**src/shared/ldc_consts.svh**
```systemverilog
/*
 * Offsets, field positions and reset values of the display drive control core.
 * Assumes inclusion by bare name from the package and the design files.
 */
`ifndef LDC_CONSTS_SVH
`define LDC_CONSTS_SVH

// byte offsets on the register bus
`define LDC_OFS_CONTROL     8'h00
`define LDC_OFS_IRQ_STATUS  8'h04
`define LDC_OFS_IRQ_MASK    8'h08
`define LDC_OFS_BIAS        8'h0C
`define LDC_OFS_STATE       8'h10
`define LDC_OFS_PIXEL_BASE  8'h40
`define LDC_PIXEL_WORDS     16

// display_control fields
`define LDC_BIT_ENABLE      15
`define LDC_BIT_IDLE_STOP   13
`define LDC_BIT_SLEEP_DIS   6
`define LDC_BIT_WRITE_FAIL_ERROR        5
`define LDC_POS_CLKSEL      3
`define LDC_POS_COMMONS     0
`define LDC_CONTROL_WMASK   16'hA05F
`define LDC_CONTROL_RESET   16'h0000

// interrupt status and mask fields
`define LDC_IRQ_WRITE_FAIL  0
`define LDC_IRQ_DRIVE_STOP  1
`define LDC_IRQ_WIDTH       2

// bias codes
`define LDC_BIAS_STATIC     2'h0
`define LDC_BIAS_HALF       2'h1
`define LDC_BIAS_THIRD      2'h2

`endif

```
**src/shared/ldc_pkg.sv**
```systemverilog
/*
 * Types of the display drive control core.
 * Assumes ldc_consts.svh sits on the include path.
 */
package ldc_pkg;
	`include "ldc_consts.svh"

	typedef enum logic [2:0] {
		LDC_DRV_OFF  = 3'b001,
		LDC_DRV_RUN  = 3'b010,
		LDC_DRV_HALT = 3'b100
	} ldc_drv_state_t;

	typedef struct packed {
		logic        hsel;
		logic [31:0] haddr;
		logic [1:0]  htrans;
		logic        hwrite;
		logic [2:0]  hsize;
		logic        hready;
	} ldc_ahb_req_t;

	typedef struct packed {
		logic       active;
		logic       tick;
		logic [1:0] clk_src;
		logic [2:0] common_count;
		logic [7:0] backplane_mask;
		logic [1:0] bias;
	} ldc_drive_t;

	typedef struct packed {
		logic        strobe;
		logic [3:0]  index;
		logic [31:0] data;
	} ldc_pixel_wr_t;
endpackage

```
**src/rtl/ldc_src_sync.sv**
```systemverilog
/*
 * Clock source picker: brings three slow source clocks into the hclk domain
 * and gives a one-cycle tick on each rising edge of the chosen one.
 * Assumes every source runs well below half of hclk.
 */
module ldc_src_sync (
	// clock and reset
	input  wire logic       hclk,
	input  wire logic       hresetn,
	// source pins
	input  wire logic       frc_clk_in,
	input  wire logic       low_power_rc_clock_clk_in,
	input  wire logic       secondary_oscillator_clk_in,
	// selection and result
	input  wire logic [1:0] sel,
	output logic            tick
);
	logic [2:0] meta_reg;
	logic [2:0] sync_reg;
	logic       last_reg;
	logic       tick_reg;
	wire        chosen;

	// 1x secondary oscillator, 01 low-power rc, 00 fast rc
	assign chosen = sel[1] ? sync_reg[2] : (sel[0] ? sync_reg[1] : sync_reg[0]);
	assign tick   = tick_reg;

	always_ff @(posedge hclk or negedge hresetn) begin
		if (!hresetn) begin
			meta_reg <= 3'h0;
			sync_reg <= 3'h0;
			last_reg <= 1'b0;
			tick_reg <= 1'b0;
		end else begin
			meta_reg <= {secondary_oscillator_clk_in, low_power_rc_clock_clk_in, frc_clk_in};
			sync_reg <= meta_reg;
			last_reg <= chosen;
			// a switch of source may cost or add one tick; harmless for a glass
			tick_reg <= chosen & ~last_reg;
		end
	end
endmodule

```
**src/rtl/ldc_drive_ctrl.sv**
```systemverilog
/*
 * Control core of a segment display driver: control register, bias and
 * interrupt registers behind an AHB-Lite slave, drive state machine and
 * write-failure detection on the pixel data window.
 * Assumes cpu_idle, cpu_sleep and write_allowed_flag come from hclk logic.
 */
// Added by the designer: the placing of the registers and the AHB-Lite slave port.
// Functional notes
// the panel is driven only while display_drive_enable is 1, clearing it disables the driver.
// with idle_stop at 1 driving halts in CPU Idle, with 0 it goes on.
// with sleep_disable at 1 driving stops in Sleep, with 0 it keeps running.
// a pixel_data_reg write while write_allowed_flag is 0 sets write_fail_error.
// only software clears write_fail_error, hardware never does.
// drive_clock_select 1x picks the secondary oscillator, 01 low-power rc, 00 fast rc.
// common_count 000 is static on one line, 001 to 111 mux two to eight lines, 011 up use 1/3 bias.
// unassigned control bits ignore writes and read as zero.
// with two or three commons bias_select 1 gives 1/2 bias and 0 gives 1/3, else keep it 0.
// every control bit resets to zero: disabled, fast rc clock, static drive.
`include "ldc_consts.svh"

module ldc_drive_ctrl
	import ldc_pkg::*;
(
	// clock and reset
	input  wire logic              hclk,
	input  wire logic              hresetn,
	// ahb-lite slave
	input  wire ldc_pkg::ldc_ahb_req_t ahb_req,
	input  wire logic [31:0]       hwdata,
	output logic [31:0]            hrdata,
	output logic                   hreadyout,
	output logic                   hresp,
	// power modes and phase status
	input  wire logic              cpu_idle,
	input  wire logic              cpu_sleep,
	input  wire logic              write_allowed_flag,
	// clock source pins
	input  wire logic              frc_clk_in,
	input  wire logic              low_power_rc_clock_clk_in,
	input  wire logic              secondary_oscillator_clk_in,
	// panel side
	output ldc_pkg::ldc_drive_t    drive,
	output ldc_pkg::ldc_pixel_wr_t pixel_wr,
	// interrupt
	output logic                   irq
);
	import ldc_pkg::*;

	// bias code from the commons in use; bias_select only counts for two or three
	function automatic logic [1:0] bias_of(input logic [2:0] commons, input logic sel);
		if (commons == 3'h0)
			bias_of = `LDC_BIAS_STATIC;
		else if (commons <= 3'h2 && sel)
			bias_of = `LDC_BIAS_HALF;
		else
			bias_of = `LDC_BIAS_THIRD;
	endfunction

	function automatic logic hit(input logic [7:0] a, input logic [7:0] ofs);
		hit = (a == ofs);
	endfunction

	logic [15:0]           control_reg;
	logic [15:0]           control_next;
	logic [`LDC_IRQ_WIDTH-1:0] status_reg;
	logic [`LDC_IRQ_WIDTH-1:0] status_next;
	logic [`LDC_IRQ_WIDTH-1:0] mask_reg;
	logic [`LDC_IRQ_WIDTH-1:0] mask_next;
	logic                  bias_sel_reg;
	logic                  bias_sel_next;
	logic                  dp_write_reg;
	logic [7:0]            dp_addr_reg;
	logic [31:0]           hrdata_reg;
	ldc_drv_state_t        state_reg;
	ldc_drv_state_t        state_next;
	ldc_drive_t            drive_reg;
	ldc_pixel_wr_t         pixel_reg;
	logic                  src_tick;

	// address phase and data phase decode
	wire       ap_valid   = ahb_req.hsel & ahb_req.htrans[1] & ahb_req.hready;
	wire [7:0] ap_addr    = ahb_req.haddr[7:0];
	wire       ap_read    = ap_valid & ~ahb_req.hwrite;
	wire       wr_control = dp_write_reg & hit(dp_addr_reg, `LDC_OFS_CONTROL);
	wire       wr_status  = dp_write_reg & hit(dp_addr_reg, `LDC_OFS_IRQ_STATUS);
	wire       wr_mask    = dp_write_reg & hit(dp_addr_reg, `LDC_OFS_IRQ_MASK);
	wire       wr_bias    = dp_write_reg & hit(dp_addr_reg, `LDC_OFS_BIAS);
	wire       in_pixel   = dp_addr_reg >= `LDC_OFS_PIXEL_BASE &&
	                        dp_addr_reg < (`LDC_OFS_PIXEL_BASE + 8'(4 * `LDC_PIXEL_WORDS));
	wire       wr_pixel   = dp_write_reg & in_pixel;
	wire       write_fail = wr_pixel & ~write_allowed_flag;

	// control fields
	wire       en_bit     = control_reg[`LDC_BIT_ENABLE];
	wire       idle_stop  = control_reg[`LDC_BIT_IDLE_STOP];
	wire       sleep_dis  = control_reg[`LDC_BIT_SLEEP_DIS];
	wire [1:0] clk_sel    = control_reg[`LDC_POS_CLKSEL +: 2];
	wire [2:0] commons    = control_reg[`LDC_POS_COMMONS +: 3];
	wire       mode_hold  = (cpu_idle & idle_stop) | (cpu_sleep & sleep_dis);
	wire       stop_event = (state_reg == LDC_DRV_RUN) && (state_next != LDC_DRV_RUN);

	// control register: writable bits under mask, error flag write-zero-to-clear
	wire [15:0] ctl_written = (hwdata[15:0] & `LDC_CONTROL_WMASK) |
	                          {10'h000, control_reg[`LDC_BIT_WRITE_FAIL_ERROR] & hwdata[`LDC_BIT_WRITE_FAIL_ERROR], 5'h00};
	wire [15:0] ctl_base    = wr_control ? ctl_written : control_reg;
	assign control_next = ctl_base | {10'h000, write_fail, 5'h00};

	// interrupt status: set wins over write-one-to-clear
	wire [`LDC_IRQ_WIDTH-1:0] irq_events = {stop_event, write_fail};
	wire [`LDC_IRQ_WIDTH-1:0] irq_clear  = wr_status ? hwdata[`LDC_IRQ_WIDTH-1:0] : '0;
	assign status_next   = (status_reg & ~irq_clear) | irq_events;
	assign mask_next     = wr_mask ? hwdata[`LDC_IRQ_WIDTH-1:0] : mask_reg;
	assign bias_sel_next = wr_bias ? hwdata[0] : bias_sel_reg;

	// drive state machine
	always_comb begin
		state_next = state_reg;
		case (state_reg)
			LDC_DRV_OFF: begin
				if (en_bit)
					state_next = mode_hold ? LDC_DRV_HALT : LDC_DRV_RUN;
			end
			LDC_DRV_RUN: begin
				if (!en_bit)
					state_next = LDC_DRV_OFF;
				else if (mode_hold)
					state_next = LDC_DRV_HALT;
			end
			LDC_DRV_HALT: begin
				if (!en_bit)
					state_next = LDC_DRV_OFF;
				else if (!mode_hold)
					state_next = LDC_DRV_RUN;
			end
			default: state_next = LDC_DRV_OFF;
		endcase
	end

	// read mux looks at next values so a read right after a write sees it
	wire [31:0] rd_control = {16'h0000, control_next};
	wire [31:0] rd_status  = {{(32 - `LDC_IRQ_WIDTH){1'b0}}, status_next};
	wire [31:0] rd_mask    = {{(32 - `LDC_IRQ_WIDTH){1'b0}}, mask_next};
	wire [31:0] rd_bias    = {31'h00000000, bias_sel_next};
	wire [31:0] rd_state   = {27'h0000000, write_allowed_flag, 1'b0, state_next};
	wire [31:0] rd_data    = hit(ap_addr, `LDC_OFS_CONTROL)    ? rd_control :
	                         hit(ap_addr, `LDC_OFS_IRQ_STATUS) ? rd_status  :
	                         hit(ap_addr, `LDC_OFS_IRQ_MASK)   ? rd_mask    :
	                         hit(ap_addr, `LDC_OFS_BIAS)       ? rd_bias    :
	                         hit(ap_addr, `LDC_OFS_STATE)      ? rd_state   : 32'h00000000;

	// drive outputs
	wire [2:0] multiplex_top = commons;
	wire [7:0] bp_mask       = 8'((9'h002 << multiplex_top) - 9'h001);
	wire       run_next      = (state_next == LDC_DRV_RUN);

	ldc_src_sync u_src_sync (
		.hclk        (hclk),
		.hresetn     (hresetn),
		.frc_clk_in  (frc_clk_in),
		.low_power_rc_clock_clk_in (low_power_rc_clock_clk_in),
		.secondary_oscillator_clk_in (secondary_oscillator_clk_in),
		.sel         (clk_sel),
		.tick        (src_tick)
	);

	always_ff @(posedge hclk or negedge hresetn) begin
		if (!hresetn) begin
			control_reg  <= `LDC_CONTROL_RESET;
			status_reg   <= '0;
			mask_reg     <= '0;
			bias_sel_reg <= 1'b0;
			state_reg    <= LDC_DRV_OFF;
		end else begin
			control_reg  <= control_next;
			status_reg   <= status_next;
			mask_reg     <= mask_next;
			bias_sel_reg <= bias_sel_next;
			state_reg    <= state_next;
		end
	end

	always_ff @(posedge hclk or negedge hresetn) begin
		if (!hresetn) begin
			dp_write_reg <= 1'b0;
			dp_addr_reg  <= 8'h00;
			hrdata_reg   <= 32'h00000000;
		end else begin
			dp_write_reg <= ap_valid & ahb_req.hwrite;
			dp_addr_reg  <= ap_addr;
			if (ap_read)
				hrdata_reg <= rd_data;
		end
	end

	always_ff @(posedge hclk or negedge hresetn) begin
		if (!hresetn) begin
			drive_reg <= '0;
			pixel_reg <= '0;
		end else begin
			drive_reg.active         <= run_next;
			drive_reg.tick           <= src_tick & run_next;
			drive_reg.clk_src        <= control_next[`LDC_POS_CLKSEL +: 2];
			drive_reg.common_count   <= control_next[`LDC_POS_COMMONS +: 3];
			drive_reg.backplane_mask <= run_next ? bp_mask : 8'h00;
			drive_reg.bias           <= bias_of(commons, bias_sel_reg);
			pixel_reg.strobe         <= wr_pixel & write_allowed_flag;
			pixel_reg.index          <= dp_addr_reg[5:2];
			pixel_reg.data           <= hwdata;
		end
	end

	assign hrdata    = hrdata_reg;
	assign hreadyout = 1'b1;
	assign hresp     = 1'b0;
	assign drive     = drive_reg;
	assign pixel_wr  = pixel_reg;
	assign irq       = |(status_reg & mask_reg);
endmodule

```
**config.mk**
```make
export PLATFORM = sky130hd
export DESIGN_NAME = ldc_drive_ctrl
export DESIGN_NICKNAME = d
export VERILOG_FILES = /design/src/shared/ldc_pkg.sv /design/src/rtl/ldc_src_sync.sv /design/src/rtl/ldc_drive_ctrl.sv
export VERILOG_INCLUDE_DIRS = /design/src /design/src/shared
export SDC_FILE = /design/constraint.sdc
export NUM_CORES = 1
export LEC_CHECK = 0
export BUFFER_PORTS_ARGS = -buffer_cell sky130_fd_sc_hd__buf_2
export CAP_MARGIN = 30
export CORE_AREA = 4 4 91 93
export CTS_BUF_LIST = sky130_fd_sc_hd__clkbuf_8
export CTS_CLUSTER_DIAMETER = 150
export CTS_CLUSTER_SIZE = 24
export DETAILED_ROUTE_END_ITERATION = 16
export DIE_AREA = 0 0 95 97
export PLACE_DENSITY = 0.95
export REMOVE_ABC_BUFFERS = 1
export SYNTH_ARGS = -nofsm -noshare
export SYNTH_HDL_FRONTEND = slang
export SYNTH_SLANG_ARGS = --single-unit
```
**constraint.sdc**
```tcl
create_clock -name hclk -period 4.85 [get_ports hclk]
set_clock_uncertainty 0.15 [all_clocks]
set_input_delay 0.485 -clock hclk [delete_from_list [all_inputs] [get_ports hclk]]
set_output_delay 0.485 -clock hclk [all_outputs]
set_load 0.01 [all_outputs]
```
### Word level (Yosys, flattened, before mapping)

Cells that the tools add are included.

| word-level totals | value |
|---|---|
| register bits | 127 |
| input bits | 80 |
| output and inout port bits | 89 |
| logic and storage cells | 92 |

| operators by class | value |
|---|---|
| add/sub/neg operators | 1 |
| $lt $le $gt $ge | 3 |
| eq/ne operators | 12 |
| shift-type cells | 1 |
| muxes and demuxes | 21 |
| bitwise logic cells | 26 |
| reduce and logical (&&, ||, !) cells | 7 |

Operators by type and width:

| kind | count |
|---|---|
| == test 8 x 4 -> 1 bit (second input constant) | 4 |
| two-way mux 16 bit | 2 |
| bitwise OR 16 x 6 -> 16 bit | 2 |
| two-way mux 5 bit | 4 |
| two-way mux 3 bit | 6 |
| bitwise AND 1 bit | 16 |
| == test 8 x 3 -> 1 bit (second input constant) | 2 |
| zero test 8 bit | 2 |
| case mux 3 bit (3 select lines) | 1 |
| == test 8 x 5 -> 1 bit (second input constant) | 1 |
| greater-or-equal comparator 8 x 7 -> 1 bit (second input constant) | 1 |
| less-than comparator 8 bit (second input constant) | 1 |
| two-way mux 2 bit | 4 |
| two-way mux 8 bit | 1 |
| left shift 2 x 3 -> 8 bit (first input constant) | 1 |
| subtractor 8 x 1 -> 8 bit (second input constant) | 1 |
| == test 3 x 2 -> 1 bit (second input constant) | 2 |
| bitwise AND 2 bit | 2 |
| == test 3 x 1 -> 1 bit (second input constant) | 1 |
| == test 3 bit (second input constant) | 1 |
| less-or-equal comparator 3 x 2 -> 1 bit (second input constant) | 1 |
| logical AND 1 bit | 3 |
| zero test 3 bit | 1 |
| two-way mux 1 bit | 3 |
| 6 further kinds | 8 |

### Depth between registers and ports, before layout

| depth | value |
|---|---|
| depth after elaboration | 10 |
| mapped depth | 8 |
| mapped depth without buffers | 7 |

### By module

From an unflattened synthesis, not the netlist that was laid out.

| second synthesis, totals | value |
|---|---|
| cell total of the unflattened synthesis | 284 |
| area, all modules | 3,814.9 um^2 |

By module, submodules not included:

| module | times used | cells each | area an instance (um^2) | seq. area each (um^2) |
|---|---|---|---|---|
| ldc_drive_ctrl | 1 | 271 | 3,577.2 | 2,428.6 |
| ldc_src_sync | 1 | 13 | 237.7 | 200.2 |

### Least setup slack after synthesis

No wires, ideal clock.

| timing path | value |
|---|---|
| path kind | reg-to-reg |
| from | register dp_addr_reg[7] |
| to | register hrdata_reg[0] (netlist: hrdata[0]) |
| library setup time | 0.124 ns |
| data arrival time | 1.864 ns |
| path slack | 2.712 ns |
| stages on the path, launching flop included | 7 |
| path buffers | 1 |
| clock period less this slack | 2.138 ns |
| cells stage by stage | dfrtp_1 -> or4b_4 -> or3_1 -> buf_2 -> nand2_1 -> nand2_1 -> a211o_1 |

| between the ends | value |
|---|---|
| elaborated cells on any way between the ends | 25 |

RTL lines:

| what | RTL line | RTL |
|---|---|---|
| from (decl) | ldc_drive_ctrl.sv:72 | `logic [7:0] dp_addr_reg;` |
| from (signal assigned) | ldc_drive_ctrl.sv:189 | `dp_addr_reg <= ap_addr;` |
| zero test 8 bit | ldc_drive_ctrl.sv:60 | `hit = (a == ofs);` |
| bitwise AND 1 bit | ldc_drive_ctrl.sv:84 | `` wire wr_control = dp_write_reg & hit(dp_addr_reg, `LDC_OFS_CONTROL); `` |
| two-way mux 16 bit | ldc_drive_ctrl.sv:105 | `wire [15:0] ctl_base = wr_control ? ctl_written : control_reg;` |
| bitwise OR 16 x 6 -> 16 bit | ldc_drive_ctrl.sv:106 | `assign control_next = ctl_base \| {10'h000, write_fail, 5'h00};` |
| named net control_next[0] | ldc_drive_ctrl.sv:64 | `logic [15:0] control_next;` |
| two-way mux 16 bit | ldc_drive_ctrl.sv:145 | `` wire [31:0] rd_data = hit(ap_addr, `LDC_OFS_CONTROL) ? rd_control : `` |
| to (signal assigned) | ldc_drive_ctrl.sv:191 | `hrdata_reg <= rd_data;` |
| to (decl) | ldc_drive_ctrl.sv:73 | `logic [31:0] hrdata_reg;` |

The timed path passes the listed nets, and every way through them passes these cells.
A chain may end at the register's enable or synchronous reset.

### Worst setup path in the final report

| timing path | value |
|---|---|
| from | register dp_addr_reg[7] |
| to | register hrdata_reg[1] (netlist: hrdata[1]) |

Same word-level chain as after synthesis.

==> results.md <==
* Layout cells sized above 1 at between 30 and 40%
* Period Utilization, post-route at a little over half
* M1 GR Usage at between 20 and 25%
* GRT Total Usage at around 18%
* # diodes at 0
* Post_cts resized at 0
* Setup CP Type: reg2reg
* Sink Count at ~110
* WP data required at 4.92 ns
* Syn-to-layout area delta at 21.3%
* TritonCTS buffer count at 9
* Critical Path AT at ~2.6 ns
* Largest net degree at the start of global routing at 66
* Initial Utilization at around half
* Reg2reg start: dp_addr_reg[7]
* Final worst slack at 2.32 ns
* Area of the multi-input gates at slightly below 1000 um2
* Reg-to-Reg End: hrdata[1]
* Total of max-cap violations at 0
* Antenna violations before repair at 0
* Critical path launch point type: flop
* Count of fill cells added during filler insertion at 630
* CP Max Fanout at 8
* Post-Syn Area at ~3800 um2
* Die width at around 95 um
* Layer with the highest usage: met2
* HP Class: in2async
* Tightest Pin Transition at ~0.77 ns
* Flop2flop setup slack at ~2.3 ns
* Distinct cell type count after synthesis at 48
* Design area at 4600 um2
* Total number of vias at 2530
* Setup TNS at 0 ns
* DP Area at about 4400 um2
* Average size of a mapped cell at roughly 13 um2
* Outcome: finished clean
* Worst-skew pair later-pin latency at 0.36 ns
* RePlAce Congestion at about 0.76
* Die H at between 90 and 100 um
* Worst-path clk slew at roughly 0.10 ns
* Syn. warnings at 0
* CORE AREA at between 7000 and 8000 um2
* Global-route wire length before repair at 12700 um
* WL per Instance at around 15 um
* Vias in the first global route at 2616
* Asr flop ratio synth at 100%
* Antenna viol nets, final at 0
* Port buffer count at ~120
* Final setup violation count at 0
* Place WS at between 2 and 2.5 ns
* Flops & latches, synth at 105
* Reg2Reg Depth at 5
* Post-Syn Instances at around 290
* Vias/cell at 4.95
* Crit path time final at between 2 and 3 ns
* Max Root-Sink Buffers at 2
* M3 GR Usage at 4.04%
* DR iter-0 viols at between 100 and 150
* Clock H-tree levels at 3
* Met2 usage at 30.1%
* Post-synth EDFFs at 0
* Layout Nets at between 400 and 500
* Crit path from: dp_addr_reg[7]
* Clock root buffer: clkbuf_8
* Final Total Pwr at roughly 1.7 mW
* IO Pins at ~170
* DR DRC count at 0
* Peak supply drop at 195 uV
* Sequential-to-total area share from yosys stat at between 60 and 70%
* Hold_buf cts at 0
* Fmax at about 400 MHz
* First-pass iteration count of the detailed router at 4
* Die area at approximately 9200 um2
* Number of flip-flops in the largest register at 37
* Worst slew margin relative to its limit at about 48%
* Setup bufs post-CTS at 0
* Drt total wl at approximately 7800 um
* Pwr dens at 361 nW/um2
* Leakage Power at 2.38 nW
* Final Util at between 60% and 70%
* Final Max Slew Viols at 0
* Top FF cell, synth: dfrtp_1
* TritonCTS clock tree: yes
* Hold Vio Cnt, Final at 0
* CP endpoint kind: flop
* Rows at 32
* Detailed Place HPWL at between 5000 and 6000 um
* Storage cell area at around 2600 um2
* GR Overflow Total at 0
* RSZ-0062 raised after global routing: false
metrics by stage:
| step | hold slack [ns] | cells |
|---|---|---|
| CTS | 0.0543 | 511 |
| floorplan | 0.0394 | 270 |
| global placement | 0.184 | 496 |
| global route | 0.0430 | 511 |
| finish | 0.0473 | 511 |
| detailed placement | 0.186 | 496 |
final cells by class:
type | instances | area share (%)
Sequential cell | 105 | 57.2
Multi-Input combinational cell | 159 | 21.6
Timing Repair Buffer | 124 | 13.7
Tap cell | 102 | 2.78
Clock buffer | 9 | 2.69
Clock inverter | 6 | 1.63
Inverter | 6 | 0.490
critical path: stages (launching register included):
cell and delay [ns]:
dfrtp_1 0.42, or4b_4 0.58, nor3_2 0.65, mux2_2 0.43, nand2b_1 0.07, o211ai_1 0.09
power by group:
part | leakage [nW] | switching, mW | internal [mW]
registers | 1.29 | 0.0250 | 0.932
clock network | 0.0978 | 0.292 | 0.243
logic | 0.998 | 0.102 | 0.0652
worst max-delay path by stage:
stage / endpoint / slack, ns / cells after the start
after CTS: hrdata[1] / 2.32 / 5
after detailed placement: hrdata[1] / 2.35 / 5
after global placement: hrdata[1] / 2.39 / 5
after floorplan: hrdata[5] / 2.71 / 5
after global routing: hrdata[1] / 2.24 / 5
final: hrdata[1] / 2.32 / 5
cell usage after synthesis (all sizes together), types with 2 or more instances:
cell	instances	area [um2]
a21oi	4	20.0
nor3	5	35.0
nor2	11	41.3
nor3b	3	22.5
dfrtp	104	2600
nand3	3	15.0
or4b	2	23.8
inv	6	22.5
a21o	4	30.0
nand2b	3	18.8
and2	11	68.8
nor4	2	12.5
or3	6	37.5
nand4	3	18.8
conb	2	7.51
or4	2	15.0
nor2b	4	25.0
mux2	4	45.0
o21ai	3	15.0
buf	27	194
nand2	30	113
clkbuf	4	15.0
a2111oi	2	23.8
o211ai	3	22.5
mux2i	2	20.0
xnor2	2	17.5
xor2	2	17.5
and3	2	12.5
a22o	15	131
cells by family after synthesis:
family,Yosys count,synth area share [%]
AND/OR/NAND/NOR,93,13.5
other,2,0.198
adder cells (fa/ha/maj),2,0.594
flip-flops,105,69.3
buffers and inverters,37,6.11
AO/OA/AOI/OAI,36,7.62
multiplexers,6,1.72
XOR/XNOR,4,0.924
placed cells by master (no fill, tap or decap), drive strengths merged, types with 3 or more instances in the layout:
master | Yosys | final
a21o | 4 | 4
a21oi | 4 | 4
a22o | 15 | 15
and2 | 11 | 11
buf | 27 | 124
clkbuf | 4 | 9
conb | 2 | 18
dfrtp | 104 | 104
inv | 6 | 8
mux2 | 4 | 4
nand2 | 30 | 30
nand2b | 3 | 3
nand3 | 3 | 3
nand4 | 3 | 3
nor2 | 11 | 11
nor2b | 4 | 4
nor3 | 5 | 5
nor3b | 3 | 3
o211ai | 3 | 3
o21ai | 3 | 3
or3 | 6 | 6
layer usage:
metal	vias up	share of wire, %
met3	11	6.6
li1	1171	-
met1	1243	39
met4	0	1.4
met5	-	0
met2	105	53
(Power assumes the default switching activity.)
